===== src/logic/mac_pkg.sv =====
`default_nettype none
package mac_pkg;
  localparam int unsigned CLK_PERIOD_NS = 8;
  localparam int unsigned TICK_NS = 100;
  localparam int unsigned MS_NS = 1000000;
  localparam int unsigned CYC_PER_MS = MS_NS / CLK_PERIOD_NS;
  localparam int unsigned DCW = 40;
  localparam int unsigned ECW = 27;
  localparam int unsigned TW = 24;
  localparam int unsigned GW = 20;
  localparam int unsigned EVT_MIN = 1;
  localparam int unsigned EVT_MAX = 99999999;
  localparam int unsigned TICK_MIN = 1;
  localparam int unsigned TICK_MAX = 9999999;
  localparam int unsigned LONG_MIN_MS = 1000;
  localparam int unsigned LONG_MAX_MS = 10000;
  localparam int unsigned GATE_MIN_MS = 1;
  localparam int unsigned GATE_MAX_MS = 1000000;
  localparam logic [ECW-1:0] RST_EVT = 27'h0000001;
  localparam logic [TW-1:0] RST_TICKS = 24'h000001;
  localparam logic [GW-1:0] RST_GATE_MS = 20'h00064;
  localparam logic [7:0] OFS_CTRL = 8'h00;
  localparam logic [7:0] OFS_CMD = 8'h04;
  localparam logic [7:0] OFS_START_COUNT = 8'h08;
  localparam logic [7:0] OFS_START_TIME = 8'h0c;
  localparam logic [7:0] OFS_STOP_COUNT = 8'h10;
  localparam logic [7:0] OFS_STOP_TIME = 8'h14;
  localparam logic [7:0] OFS_GATE_TIME = 8'h18;
  localparam logic [7:0] OFS_STATUS = 8'h1c;
  localparam int unsigned CMD_INITIATE = 0;
  localparam int unsigned CMD_ABORT = 1;
  localparam int unsigned CMD_CFG_RESET = 2;
  localparam int unsigned STOP_LONG_BIT = 31;
  localparam int unsigned CTRL_W = 15;
  localparam int unsigned STATUS_W = 6;
  typedef enum logic [1:0] {DLY_NONE, DLY_TIME, DLY_EVENT} mac_delay_t;
  typedef enum logic [1:0] {FN_INTERVAL, FN_EDGE_TYPE, FN_TOTALIZE} mac_func_t;
  typedef enum logic [1:0] {TSTOP_NOW, TSTOP_EXT, TSTOP_TIMED} mac_tstop_t;
  typedef enum logic [1:0] {CH_IDLE, CH_EDGE, CH_TIME, CH_EVENT} mac_chain_state_t;
  typedef struct packed {
    logic totStopFall;
    mac_tstop_t totStopSrc;
    logic totStartFall;
    logic totStartExt;
    mac_func_t func;
    mac_delay_t stopDelay;
    logic stopFall;
    logic stopExt;
    mac_delay_t startDelay;
    logic startFall;
    logic startExt;
  } mac_ctrl_t;
  localparam mac_ctrl_t CTRL_RESET = '{
    totStopFall: 1'b1,
    totStopSrc: TSTOP_TIMED,
    totStartFall: 1'b0,
    totStartExt: 1'b0,
    func: FN_INTERVAL,
    stopDelay: DLY_NONE,
    stopFall: 1'b0,
    stopExt: 1'b0,
    startDelay: DLY_NONE,
    startFall: 1'b0,
    startExt: 1'b0
  };
endpackage
`default_nettype wire


===== src/logic/mac_measurement_arming_control.sv =====
`default_nettype none
module mac_measurement_arming_control #(
  parameter int unsigned CYC_PER_MS = mac_pkg::CYC_PER_MS
) (
  input wire logic clk,
  input wire logic reset,
  input wire logic psel,
  input wire logic penable,
  input wire logic pwrite,
  input wire logic [7:0] paddr,
  input wire logic [31:0] pwdata,
  output logic [31:0] prdata,
  output logic pready,
  output logic pslverr,
  input wire logic extArm,
  input wire logic startChannelEvent,
  input wire logic stopChannelEvent,
  output logic startArm,
  output logic stopArm,
  output logic totalizeGate,
  output logic resultValid,
  output logic measureBusy
);
  localparam int unsigned DCW = mac_pkg::DCW;
  localparam int unsigned ECW = mac_pkg::ECW;
  localparam int unsigned TW = mac_pkg::TW;
  localparam int unsigned GW = mac_pkg::GW;
  typedef struct packed {
    mac_pkg::mac_ctrl_t ctrl;
    logic [ECW-1:0] startCount;
    logic [TW-1:0] startTicks;
    logic [ECW-1:0] stopCount;
    logic [TW-1:0] stopTime;
    logic stopLong;
    logic [GW-1:0] gateMs;
    logic busy;
    logic startSeen;
    logic stopSeen;
    logic gate;
    logic valid;
    logic badCombo;
    logic cancel;
    logic tiStartGo;
    logic tiStopGo;
    logic totStartGo;
    logic totStopGo;
    logic pready;
    logic pslverr;
    logic [31:0] prdata;
    logic extMeta;
    logic extSync;
    logic extPrev;
    logic startEvMeta;
    logic startEvSync;
    logic startEvPrev;
    logic stopEvMeta;
    logic stopEvSync;
    logic stopEvPrev;
  } mac_state_t;
  mac_state_t s_reg;
  mac_state_t s_next;
  logic extRise;
  logic extFall;
  logic startEvPulse;
  logic stopEvPulse;
  logic tiStartFire;
  logic tiStopFire;
  logic totStartFire;
  logic totStopFire;
  logic isInterval;
  logic [DCW-1:0] startDelayCyc;
  logic [DCW-1:0] stopDelayCyc;
  logic [DCW-1:0] gateCyc;
  mac_pkg::mac_delay_t tiStartMode;
  mac_pkg::mac_delay_t tiStopMode;
  mac_pkg::mac_delay_t totStopMode;
  logic access;
  logic commit;
  logic wrOk;
  logic mapped;
  logic comboOk;
  logic haltChains;
  logic [31:0] rdata;
  mac_pkg::mac_ctrl_t wrCtrl;
  // 100 ns is not a whole number of cycles, so the least time is rounded up
  function automatic logic [DCW-1:0] ticksToCycles(input logic [TW-1:0] t);
    ticksToCycles = (DCW'(t) * DCW'(mac_pkg::TICK_NS) + DCW'(mac_pkg::CLK_PERIOD_NS - 1))
                    / DCW'(mac_pkg::CLK_PERIOD_NS);
  endfunction
  function automatic logic inRange(input logic [31:0] v, input int unsigned lo, input int unsigned hi);
    inRange = (v >= lo) && (v <= hi);
  endfunction
  assign extRise = s_reg.extSync && !s_reg.extPrev;
  assign extFall = !s_reg.extSync && s_reg.extPrev;
  assign startEvPulse = s_reg.startEvSync && !s_reg.startEvPrev;
  assign stopEvPulse = s_reg.stopEvSync && !s_reg.stopEvPrev;
  assign isInterval = s_reg.ctrl.func == mac_pkg::FN_INTERVAL;
  assign startDelayCyc = ticksToCycles(s_reg.startTicks);
  // long range counts whole milliseconds
  assign stopDelayCyc = s_reg.stopLong ? DCW'(s_reg.stopTime) * DCW'(CYC_PER_MS)
                                       : ticksToCycles(s_reg.stopTime);
  assign gateCyc = DCW'(s_reg.gateMs) * DCW'(CYC_PER_MS);
  // rise, fall, duty and width ignore the inner layers
  assign tiStartMode = isInterval ? s_reg.ctrl.startDelay : mac_pkg::DLY_NONE;
  assign tiStopMode = isInterval ? s_reg.ctrl.stopDelay : mac_pkg::DLY_NONE;
  assign totStopMode = (s_reg.ctrl.totStopSrc == mac_pkg::TSTOP_TIMED) ? mac_pkg::DLY_TIME
                                                                       : mac_pkg::DLY_NONE;
  assign comboOk = (s_reg.ctrl.totStopSrc == mac_pkg::TSTOP_TIMED) ||
                   (s_reg.ctrl.totStartExt == (s_reg.ctrl.totStopSrc == mac_pkg::TSTOP_EXT));
  assign access = psel && penable;
  assign commit = access && s_reg.pready;
  // halt the chains in the abort cycle itself, so no arm leaks out once busy has fallen
  assign haltChains = s_reg.cancel || (commit && pwrite && (paddr == mac_pkg::OFS_CMD) &&
                      (pwdata[mac_pkg::CMD_ABORT] || pwdata[mac_pkg::CMD_CFG_RESET]));
  assign wrCtrl = mac_pkg::mac_ctrl_t'(pwdata[mac_pkg::CTRL_W-1:0]);
  always_comb begin
    mapped = 1'b1;
    wrOk = 1'b1;
    rdata = 32'h00000000;
    case (paddr)
      mac_pkg::OFS_CTRL: begin
        rdata = {{(32-mac_pkg::CTRL_W){1'b0}}, s_reg.ctrl};
        wrOk = (wrCtrl.startDelay != 2'h3) && (wrCtrl.stopDelay != 2'h3) &&
               (wrCtrl.func != 2'h3) && (wrCtrl.totStopSrc != 2'h3);
      end
      mac_pkg::OFS_CMD: rdata = 32'h00000000;
      mac_pkg::OFS_START_COUNT: begin
        rdata = {{(32-ECW){1'b0}}, s_reg.startCount};
        wrOk = inRange(pwdata, mac_pkg::EVT_MIN, mac_pkg::EVT_MAX);
      end
      mac_pkg::OFS_START_TIME: begin
        rdata = {{(32-TW){1'b0}}, s_reg.startTicks};
        wrOk = inRange(pwdata, mac_pkg::TICK_MIN, mac_pkg::TICK_MAX);
      end
      mac_pkg::OFS_STOP_COUNT: begin
        rdata = {{(32-ECW){1'b0}}, s_reg.stopCount};
        wrOk = inRange(pwdata, mac_pkg::EVT_MIN, mac_pkg::EVT_MAX);
      end
      mac_pkg::OFS_STOP_TIME: begin
        rdata = {s_reg.stopLong, {(31-TW){1'b0}}, s_reg.stopTime};
        if (pwdata[mac_pkg::STOP_LONG_BIT]) begin
          wrOk = inRange({1'b0, pwdata[30:0]}, mac_pkg::LONG_MIN_MS, mac_pkg::LONG_MAX_MS);
        end else begin
          wrOk = inRange(pwdata, mac_pkg::TICK_MIN, mac_pkg::TICK_MAX);
        end
      end
      mac_pkg::OFS_GATE_TIME: begin
        rdata = {{(32-GW){1'b0}}, s_reg.gateMs};
        wrOk = inRange(pwdata, mac_pkg::GATE_MIN_MS, mac_pkg::GATE_MAX_MS);
      end
      mac_pkg::OFS_STATUS: begin
        rdata = {{(32-mac_pkg::STATUS_W){1'b0}}, s_reg.badCombo, s_reg.valid, s_reg.gate,
                 s_reg.stopSeen, s_reg.startSeen, s_reg.busy};
        wrOk = 1'b0;
      end
      default: begin
        mapped = 1'b0;
        wrOk = 1'b0;
      end
    endcase
  end
  always_comb begin
    s_next = s_reg;
    s_next.extMeta = extArm;
    s_next.extSync = s_reg.extMeta;
    s_next.extPrev = s_reg.extSync;
    s_next.startEvMeta = startChannelEvent;
    s_next.startEvSync = s_reg.startEvMeta;
    s_next.startEvPrev = s_reg.startEvSync;
    s_next.stopEvMeta = stopChannelEvent;
    s_next.stopEvSync = s_reg.stopEvMeta;
    s_next.stopEvPrev = s_reg.stopEvSync;
    s_next.cancel = 1'b0;
    s_next.tiStartGo = 1'b0;
    s_next.tiStopGo = 1'b0;
    s_next.totStartGo = 1'b0;
    s_next.totStopGo = 1'b0;
    // one wait state: the answer is prepared, then pready rises
    s_next.pready = 1'b0;
    if (access && !s_reg.pready) begin
      s_next.pready = 1'b1;
      s_next.pslverr = !mapped || (pwrite && !wrOk);
      s_next.prdata = pwrite ? 32'h00000000 : rdata;
    end
    // arm chain progress
    if (tiStartFire) begin
      s_next.startSeen = 1'b1;
      s_next.tiStopGo = 1'b1;
    end
    if (tiStopFire) begin
      s_next.stopSeen = 1'b1;
      s_next.busy = 1'b0;
    end
    if (totStartFire) begin
      s_next.gate = 1'b1;
      s_next.totStopGo = s_reg.ctrl.totStopSrc != mac_pkg::TSTOP_NOW;
    end
    if (totStopFire) begin
      s_next.gate = 1'b0;
      s_next.valid = 1'b1;
      s_next.busy = 1'b0;
    end
    if (commit && pwrite && wrOk) begin
      case (paddr)
        mac_pkg::OFS_CTRL: if (!s_reg.busy) s_next.ctrl = wrCtrl;
        mac_pkg::OFS_START_COUNT: s_next.startCount = pwdata[ECW-1:0];
        mac_pkg::OFS_START_TIME: s_next.startTicks = pwdata[TW-1:0];
        mac_pkg::OFS_STOP_COUNT: s_next.stopCount = pwdata[ECW-1:0];
        mac_pkg::OFS_STOP_TIME: begin
          s_next.stopLong = pwdata[mac_pkg::STOP_LONG_BIT];
          s_next.stopTime = pwdata[TW-1:0];
        end
        mac_pkg::OFS_GATE_TIME: s_next.gateMs = pwdata[GW-1:0];
        mac_pkg::OFS_CMD: begin
          if (pwdata[mac_pkg::CMD_INITIATE] && !s_reg.busy) begin
            if (s_reg.ctrl.func != mac_pkg::FN_TOTALIZE) begin
              s_next.busy = 1'b1;
              s_next.startSeen = 1'b0;
              s_next.stopSeen = 1'b0;
              s_next.tiStartGo = 1'b1;
            end else if (comboOk) begin
              s_next.busy = 1'b1;
              s_next.valid = 1'b0;
              s_next.badCombo = 1'b0;
              s_next.totStartGo = 1'b1;
            end else begin
              s_next.badCombo = 1'b1;
            end
          end
          // abort ends a free-running totalize; the count then becomes valid
          if (pwdata[mac_pkg::CMD_ABORT] || pwdata[mac_pkg::CMD_CFG_RESET]) begin
            s_next.cancel = 1'b1;
            s_next.busy = 1'b0;
            s_next.gate = 1'b0;
            s_next.tiStopGo = 1'b0;
            s_next.totStopGo = 1'b0;
            s_next.valid = s_reg.valid || s_reg.gate;
          end
          if (pwdata[mac_pkg::CMD_CFG_RESET]) begin
            s_next.ctrl = mac_pkg::CTRL_RESET;
            s_next.startCount = mac_pkg::RST_EVT;
            s_next.startTicks = mac_pkg::RST_TICKS;
            s_next.stopCount = mac_pkg::RST_EVT;
            s_next.stopTime = mac_pkg::RST_TICKS;
            s_next.stopLong = 1'b0;
            s_next.gateMs = mac_pkg::RST_GATE_MS;
          end
        end
        default: s_next.ctrl = s_reg.ctrl;
      endcase
    end
  end
  always_ff @(posedge clk) begin
    if (reset) begin
      s_reg <= '0;
      s_reg.ctrl <= mac_pkg::CTRL_RESET;
      s_reg.startCount <= mac_pkg::RST_EVT;
      s_reg.startTicks <= mac_pkg::RST_TICKS;
      s_reg.stopCount <= mac_pkg::RST_EVT;
      s_reg.stopTime <= mac_pkg::RST_TICKS;
      s_reg.gateMs <= mac_pkg::RST_GATE_MS;
    end else begin
      s_reg <= s_next;
    end
  end
  mac_arm_chain #(.DCW(DCW), .ECW(ECW)) startArmChain (
    .clk(clk),
    .reset(reset),
    .go(s_reg.tiStartGo),
    .cancel(haltChains),
    .useExt(s_reg.ctrl.startExt),
    .fallEdge(s_reg.ctrl.startFall),
    .extRise(extRise),
    .extFall(extFall),
    .delayMode(tiStartMode),
    .delayCycles(startDelayCyc),
    .eventTarget(s_reg.startCount),
    .eventPulse(startEvPulse),
    .fire(tiStartFire)
  );
  mac_arm_chain #(.DCW(DCW), .ECW(ECW)) stopArmChain (
    .clk(clk),
    .reset(reset),
    .go(s_reg.tiStopGo),
    .cancel(haltChains),
    .useExt(s_reg.ctrl.stopExt),
    .fallEdge(s_reg.ctrl.stopFall),
    .extRise(extRise),
    .extFall(extFall),
    .delayMode(tiStopMode),
    .delayCycles(stopDelayCyc),
    .eventTarget(s_reg.stopCount),
    .eventPulse(stopEvPulse),
    .fire(tiStopFire)
  );
  mac_arm_chain #(.DCW(DCW), .ECW(ECW)) totStartChain (
    .clk(clk),
    .reset(reset),
    .go(s_reg.totStartGo),
    .cancel(haltChains),
    .useExt(s_reg.ctrl.totStartExt),
    .fallEdge(s_reg.ctrl.totStartFall),
    .extRise(extRise),
    .extFall(extFall),
    .delayMode(mac_pkg::DLY_NONE),
    .delayCycles(gateCyc),
    .eventTarget(s_reg.startCount),
    .eventPulse(1'b0),
    .fire(totStartFire)
  );
  mac_arm_chain #(.DCW(DCW), .ECW(ECW)) totStopChain (
    .clk(clk),
    .reset(reset),
    .go(s_reg.totStopGo),
    .cancel(haltChains),
    .useExt(s_reg.ctrl.totStopSrc == mac_pkg::TSTOP_EXT),
    .fallEdge(s_reg.ctrl.totStopFall),
    .extRise(extRise),
    .extFall(extFall),
    .delayMode(totStopMode),
    .delayCycles(gateCyc),
    .eventTarget(s_reg.stopCount),
    .eventPulse(1'b0),
    .fire(totStopFire)
  );
  assign prdata = s_reg.prdata;
  assign pready = s_reg.pready;
  assign pslverr = s_reg.pslverr;
  assign startArm = tiStartFire;
  assign stopArm = tiStopFire;
  assign totalizeGate = s_reg.gate;
  assign resultValid = s_reg.valid;
  assign measureBusy = s_reg.busy;
endmodule
`default_nettype wire


===== src/logic/mac_arm_chain.sv =====
`default_nettype none
module mac_arm_chain #(
  parameter int unsigned DCW = mac_pkg::DCW,
  parameter int unsigned ECW = mac_pkg::ECW
) (
  input wire logic clk,
  input wire logic reset,
  input wire logic go,
  input wire logic cancel,
  input wire logic useExt,
  input wire logic fallEdge,
  input wire logic extRise,
  input wire logic extFall,
  input wire mac_pkg::mac_delay_t delayMode,
  input wire logic [DCW-1:0] delayCycles,
  input wire logic [ECW-1:0] eventTarget,
  input wire logic eventPulse,
  output logic fire
);
  typedef struct packed {
    mac_pkg::mac_chain_state_t state;
    logic [DCW-1:0] cnt;
    logic fire;
  } mac_chain_t;
  mac_chain_t s_reg;
  mac_chain_t s_next;
  logic enter;
  always_comb begin
    s_next = s_reg;
    s_next.fire = 1'b0;
    enter = 1'b0;
    case (s_reg.state)
      mac_pkg::CH_IDLE: begin
        if (go && !useExt) begin
          enter = 1'b1;
        end else if (go) begin
          s_next.state = mac_pkg::CH_EDGE;
        end
      end
      mac_pkg::CH_EDGE: begin
        if (fallEdge ? extFall : extRise) begin
          enter = 1'b1;
        end
      end
      mac_pkg::CH_TIME: begin
        if (s_reg.cnt <= DCW'(1)) begin
          s_next.fire = 1'b1;
          s_next.state = mac_pkg::CH_IDLE;
        end else begin
          s_next.cnt = s_reg.cnt - DCW'(1);
        end
      end
      mac_pkg::CH_EVENT: begin
        if (eventPulse && s_reg.cnt <= DCW'(1)) begin
          s_next.fire = 1'b1;
          s_next.state = mac_pkg::CH_IDLE;
        end else if (eventPulse) begin
          s_next.cnt = s_reg.cnt - DCW'(1);
        end
      end
      default: s_next.state = mac_pkg::CH_IDLE;
    endcase
    // inner layer runs only once the outer layer is satisfied
    if (enter) begin
      case (delayMode)
        mac_pkg::DLY_TIME: begin
          s_next.state = mac_pkg::CH_TIME;
          s_next.cnt = delayCycles;
        end
        mac_pkg::DLY_EVENT: begin
          s_next.state = mac_pkg::CH_EVENT;
          s_next.cnt = {{(DCW-ECW){1'b0}}, eventTarget};
        end
        default: begin
          s_next.state = mac_pkg::CH_IDLE;
          s_next.fire = 1'b1;
        end
      endcase
    end
    if (cancel) begin
      s_next.state = mac_pkg::CH_IDLE;
      s_next.fire = 1'b0;
    end
  end
  always_ff @(posedge clk) begin
    if (reset) begin
      s_reg <= '{state: mac_pkg::CH_IDLE, cnt: '0, fire: 1'b0};
    end else begin
      s_reg <= s_next;
    end
  end
  assign fire = s_reg.fire;
endmodule
`default_nettype wire


===== config.mk =====
export PLATFORM = sky130hd
export DESIGN_NAME = mac_measurement_arming_control
export DESIGN_NICKNAME = d
export VERILOG_FILES = /design/src/logic/mac_pkg.sv /design/src/logic/mac_measurement_arming_control.sv /design/src/logic/mac_arm_chain.sv
export SDC_FILE = /design/constraint.sdc
export NUM_CORES = 2
export LEC_CHECK = 0
export ABC_CLOCK_PERIOD_IN_PS = 5550
export BUFFER_PORTS_ARGS = -buffer_cell sky130_fd_sc_hd__buf_4
export CAP_MARGIN = 30
export CORE_ASPECT_RATIO = 0.7
export CORE_MARGIN = 2
export CORE_UTILIZATION = 55
export CTS_BUF_LIST = sky130_fd_sc_hd__clkbuf_4
export CTS_CLUSTER_DIAMETER = 120
export DETAILED_ROUTE_END_ITERATION = 16
export PLACE_DENSITY = 0.77
export REMOVE_ABC_BUFFERS = 1
export SLEW_MARGIN = 20
export SYNTH_ARGS = -nofsm -noshare
export SYNTH_HDL_FRONTEND = slang
export SYNTH_SLANG_ARGS = --single-unit

===== constraint.sdc =====
create_clock -name clk -period 5.55 [get_ports clk]
set_input_delay 1.3875 -clock clk [delete_from_list [all_inputs] [get_ports clk]]
set_output_delay 1.3875 -clock clk [all_outputs]
set_load 0.05 [all_outputs]

Yosys cells after proc, flatten, opt, wreduce, memory -nomap -nowiden
Index checks and enable logic that the tools add are counted.
{ "totals": {"reg_bits": 364, "output_inout_bits": 39, "wordCells": 315} }
{ "op_classes": {"addsub": 6, "n_mul": 4, "n_lt_le_gt_ge": 10, "n_eq_ne": 47, "n_mux": 111, "bitwise": 4, "reduce_logical": 81} }
{ "op_table": {"columns": ["operator", "n"], "rows": [
  ["40-bit two-way mux", 9],
  ["40-bit case mux with 2 select lines", 3],
  ["32-bit case mux with 7 select lines", 1],
  ["41-bit case mux with 2 select lines", 2],
  ["40-bit by 1-bit <= comparator with 1-bit output, second input constant", 4],
  ["40-bit by 1-bit subtractor with 40-bit output, second input constant", 4],
  ["138-bit two-way mux", 1],
  ["43-bit two-way mux", 3],
  ["27-bit case mux with 2 select lines", 2],
  ["41-bit two-way mux", 2],
  ["31-bit by 3-bit adder with 32-bit output, second input constant", 2],
  ["24-bit by 5-bit multiplier with 29-bit output, second input constant", 2],
  ["25-bit case mux with 2 select lines", 1],
  ["24-bit case mux with 2 select lines", 1],
  ["1-bit two-way mux", 45],
  ["2-bit two-way mux", 21],
  ["20-bit case mux with 2 select lines", 1],
  ["24-bit by 14-bit multiplier with 37-bit output, second input constant", 1],
  ["20-bit by 14-bit multiplier with 34-bit output, second input constant", 1],
  ["34-bit two-way mux", 1],
  ["8-bit by 5-bit equality test with 1-bit output, second input constant", 4],
  ["32-bit by 1-bit greater-or-equal comparator with 1-bit output, second input constant", 1],
  ["32-bit by 20-bit <= comparator with 1-bit output, second input constant", 1],
  ["32-bit by 24-bit <= comparator with 1-bit output, second input constant", 1],
  ["other kinds (40)", 149]
]} }

Depth between registers and ports, before layout
{ "logic_depth": {"ltp_word": 9, "mapped_depth": 23} }

Modules after synthesis
From an unflattened synthesis, not the netlist that was laid out.
{ "unflattened": {"cells_unflattened": 4069, "area_unflattened_um2": 35108.7} }
{ "by_module_without_submodules": {"columns": ["mod", "instances", "cells_per_inst", "area_each_um2"], "rows": [
  ["mac_measurement_arming_control", 1, 2773, 24218.2],
  ["mac_arm_chain", 4, 324, 2722.6]
]} }

Worst setup path after synthesis
Ideal clock, no wire load.
{ "synth_timing": {"path_kind": "flip-flop to flip-flop", "from": "reg s_reg[79] (netlist bit)", "to": "reg stopArmChain.s_reg[36] (netlist bit)", "arrival_ns": 5.752, "required_ns": 5.433, "slack_ns": -0.319, "path_stages_with_launch": 23, "path_cell_list": "dfxtp_1 > inv_1 > fa_1 > inv_1 > fa_1 > fa_1 > fa_1 > ha_1 > inv_1 > fa_1 > inv_1 > ha_1 > clkbuf_1 > and4_1 > nand3_1 > nor2_1 > a211oi_1 > a31oi_1 > a211o_1 > o21a_1 > a31o_2 > xor2_1 > a22o_1"} }
{ "synth_via": {"elab_chain_cells": 4} }
{ "synth_lines": {"columns": ["element", "line", "text"], "rows": [
  ["start, declared", "mac_measurement_arming_control.sv:60", "mac_state_t s_reg;"],
  ["start signal, assigned", "mac_measurement_arming_control.sv:263", "s_reg <= s_next;"],
  ["24-bit by 14-bit multiplier with 37-bit output", "mac_measurement_arming_control.sv:100", "assign stopDelayCyc = s_reg.stopLong ? DCW'(s_reg.stopTime) * DCW'(CYC_PER_MS)"],
  ["40-bit two-way mux", "mac_measurement_arming_control.sv:100", null],
  ["40-bit case mux with 2 select lines", "mac_arm_chain.sv:65", "case (delayMode)"],
  ["43-bit two-way mux", "mac_arm_chain.sv:64", "if (enter) begin"],
  ["end signal, assigned", "mac_arm_chain.sv:87", "s_reg <= '{state: mac_pkg::CH_IDLE, cnt: '0, fire: 1'b0};"],
  ["end signal, assigned", "mac_arm_chain.sv:89", "s_reg <= s_next;"],
  ["end, declared", "mac_arm_chain.sv:25", "mac_chain_t s_reg;"]
]} }
Every way passes these cells.
A chain may end at the register's enable or synchronous reset.

Worst setup path in the final report
{ "layout_timing": {"from": "reg s_reg[81] (netlist bit)", "to": "reg stopArmChain.s_reg[36] (netlist bit)"} }
The elaborated chain is that of the path after synthesis.

==> results.py <==
metrics = {
    "run_status": {
        "status": "finished with violations",
        "failed_checks": "setup timing",
    },
    "sta": {
        "rsz0062_at_grt": "yes",
        "worstMarginPinSlew_ps": 1060,
        "setup_tns_ps": -65.3,
        "fin_skew_ps": 82.8,
        "finalSetupViolations": 2,
        "slew_headroom_pct": 29.1,
        "finalHoldViolations": 0,
        "setup_ws_ps": -39.8,
        "fin_crit_sh_pct": 101,
        "max_freq_mhz": 179,
        "maxSlewViolCount": 0,
        "hold_ws_ps": 405,
        "min_period_ps": 5590,
    },
    "layout": {
        "drive_gt1_share_pct": 14.7,
        "nets": 4487,
        "stdcell_area_sq_um": 35500,
        "syn_to_final_growth_pct": 12.1,
        "seqCellArea_sq_um": 6430,
        "utilization_pct": 62.4,
        "layout_commonest_cell": "inv_1",
        "mostFrequentLayoutCells": "inv_1 (413), ha_1 (382), nor2_1 (372)",
        "nFillCells": 4785,
        "largest_reg_flops": 149,
        "multiInputGateArea_sq_um": 23400,
    },
    "power": {
        "p_int_w": 0.00334,
        "peakVddDrop_mv": 0.111,
        "total_power_w": 0.00454,
        "p_comb_share_pct": 3.8,
        "clock_power_share_pct": 45.8,
        "switchingPower_w": 0.00121,
        "leakage_nw": 17.0,
        "switching_share_pct": 26.6,
        "seqPwrFrac_pct": 50.4,
        "powerDensity_nw_per_um2": 128,
    },
    "worst_setup_path": {
        "worst-path-max-fanout": 5,
        "slowest_delay_ps": 610,
        "crit_arrival_ps": 6340,
        "critical_path_class": "register to register",
        "critPathRequiredTime_ps": 6300,
        "crit_path_start_kind": "register",
        "cp_slowest_cell": "fa_2",
        "crit_chain": "inv_1 > fa_1 > inv_1 > fa_1 > fa_2 > fa_1 > ha_1 > inv_1 > fa_1 > inv_1 > ha_4 > buf_4 > a211oi_2 > a31oi_1 > a211o_1 > o21a_4 > a31o_4 > xor2_2 > a22o_1",
        "crit_path_end_kind": "register",
    },
    "yosys": {
        "ys_types": 109,
        "synthCells": 3651,
        "synth_flop_cell": "dfxtp_1",
        "synth-edff-count": 0,
        "yosysSeqAreaShare_pct": 20.2,
        "syn_area_sq_um": 31600,
        "synth_seq_cells": 319,
        "synth_warnings": 0,
        "async_flop_share_pct": 0,
        "avgSynthCellArea_sq_um": 8.66,
    },
    "clock_network": {
        "clk_pin_slew_ps": 70,
        "clk_latency_ps": 890,
        "hold_buffers": 0,
        "cts.sinks": 319,
        "cts_tree": "yes",
        "cts_root_buf": "clkbuf_4",
        "cts.path.max_buffers": 3,
        "htree_levels": 3,
        "numCtsBuffers": 83,
    },
    "floorplan": {
        "die_x_microns": 291,
        "start_util_pct": 55.7,
        "design.die.area_sq_um": 59500,
        "rows": 73,
        "core_area_sq_um": 56800,
        "die_h_microns": 205,
        "ios": 87,
    },
    "routing": {
        "num_vias": 27900,
        "drtIter0Drc": 2959,
        "drc": 0,
        "drt_first_pass_iters": 8,
        "routed_wirelength_microns": 94800,
        "ant_nets": 0,
        "routedWlPerCell_microns": 20.4,
        "viasPerCell": 6.01,
    },
    "placement": {
        "gp_congestion": 1.00,
        "dpl.hpwl_microns": 73900,
        "portBuffers": 82,
        "dpl_cell_area_sq_um": 33500,
    },
    "grt": {
        "grt_pass1_vias": 26300,
        "grt.total_usage_pct": 31.2,
        "grt_max_degree": 104,
        "grt_pass1_wl_microns": 146000,
        "antenna_found_initial": 3,
        "grt-ovfl-total": 0,
    },
    "run": {
        "maxCapViolations": 0,
    },
    "worst_hold_path": {
        "holdCritPathClass": "register to register",
    },
}
==> critical path: cells and delay by family, from the launching register on <==
kind            cells  cell delay [ps]
compound gates      6             1460
fa+ha+maj           7             3110
xor+xnor            1              140
flops               1              380
buf+inv             5              390
==> final timing paths <==
| check | slack, ps | cells after the start | from | end |
|---|---|---|---|---|
| worst min register to register | 410 | 1 | s_next[4] | s_next[3] |
| worst min-delay path | 410 | 1 | s_next[4] | s_next[3] |
| worst max register to register | -40 | 19 | s_reg[81] | stopArmChain.s_reg[36] |
| worst max-delay path | -40 | 19 | s_reg[81] | stopArmChain.s_reg[36] |
==> kinds of logic (layout without fill, tap and decap cells) <==
group           Yosys count  in the layout  synth area share, %
xor+xnor                247            247                 6.86
flops                   319            319                 20.2
other cells               1              6               0.0119
buf+inv                 602            838                 7.82
mux                     140            140                 4.44
fa+ha+maj               608            608                 29.0
simple gates           1043           1043                 16.3
compound gates          691            691                 15.4
==> metrics by stage <==
step	setup slack (ps)	cells
floorplan	-798	3482
global placement	-292	4465
detailed placement	-393	4466
CTS	-10.1	4621
global route	-300	4641
finish	-39.8	4642
==> power by group through the flow <==
stage	registers, W	clock network (W)	logic, W
after floorplan	0.00235	0	0.0000526
after global placement	0.00235	0	0.000166
after detailed placement	0.00235	0	0.000167
after CTS	0.00229	0.00210	0.000168
after global routing	0.00229	0.00222	0.000180
final	0.00229	0.00208	0.000174
==> synthesized netlist by cell type (54+ instances only) <==
library cell | instances | area [sq um]
a221oi_1 | 54 | 473
nand3_1 | 69 | 345
dfxtp_1 | 319 | 6390
mux2i_1 | 138 | 1380
ha_1 | 400 | 5000
inv_1 | 430 | 1610
xnor2_1 | 152 | 1330
nand2_1 | 187 | 702
xor2_1 | 94 | 823
fa_1 | 208 | 4160
a211oi_1 | 68 | 510
clkbuf_1 | 109 | 409
nor2_1 | 376 | 1410
a21oi_1 | 171 | 856
nor3_1 | 85 | 425
o21ai_0 | 91 | 455
==> area by class of cell <==
type,count,area share [%]
Clock inverter,32,0.550
Inverter,430,4.56
Antenna cell,2,0.0141
Timing Repair Buffer,264,5.87
Tap cell,750,2.65
Clock buffer,112,2.37
Multi-Input combinational cell,2733,65.9
Sequential cell,319,18.1
==> metal layers <==
layer	wire, microns	GRT usage [%]	up-vias
met5	14	0	-
met2	38400	44.4	1381
met1	42200	45.2	13200
li1	-	-	13100
met3	11000	8.59	195
met4	3160	10.2	2
==> repair_timing <==
action	4_1_cts	5_1_grt
pin swaps	35	96
endpoints found under the setup margin	20	34
gates resized for setup	37	116
buffers inserted	11	14
Note: power is estimated with default switching activity, not from simulation.
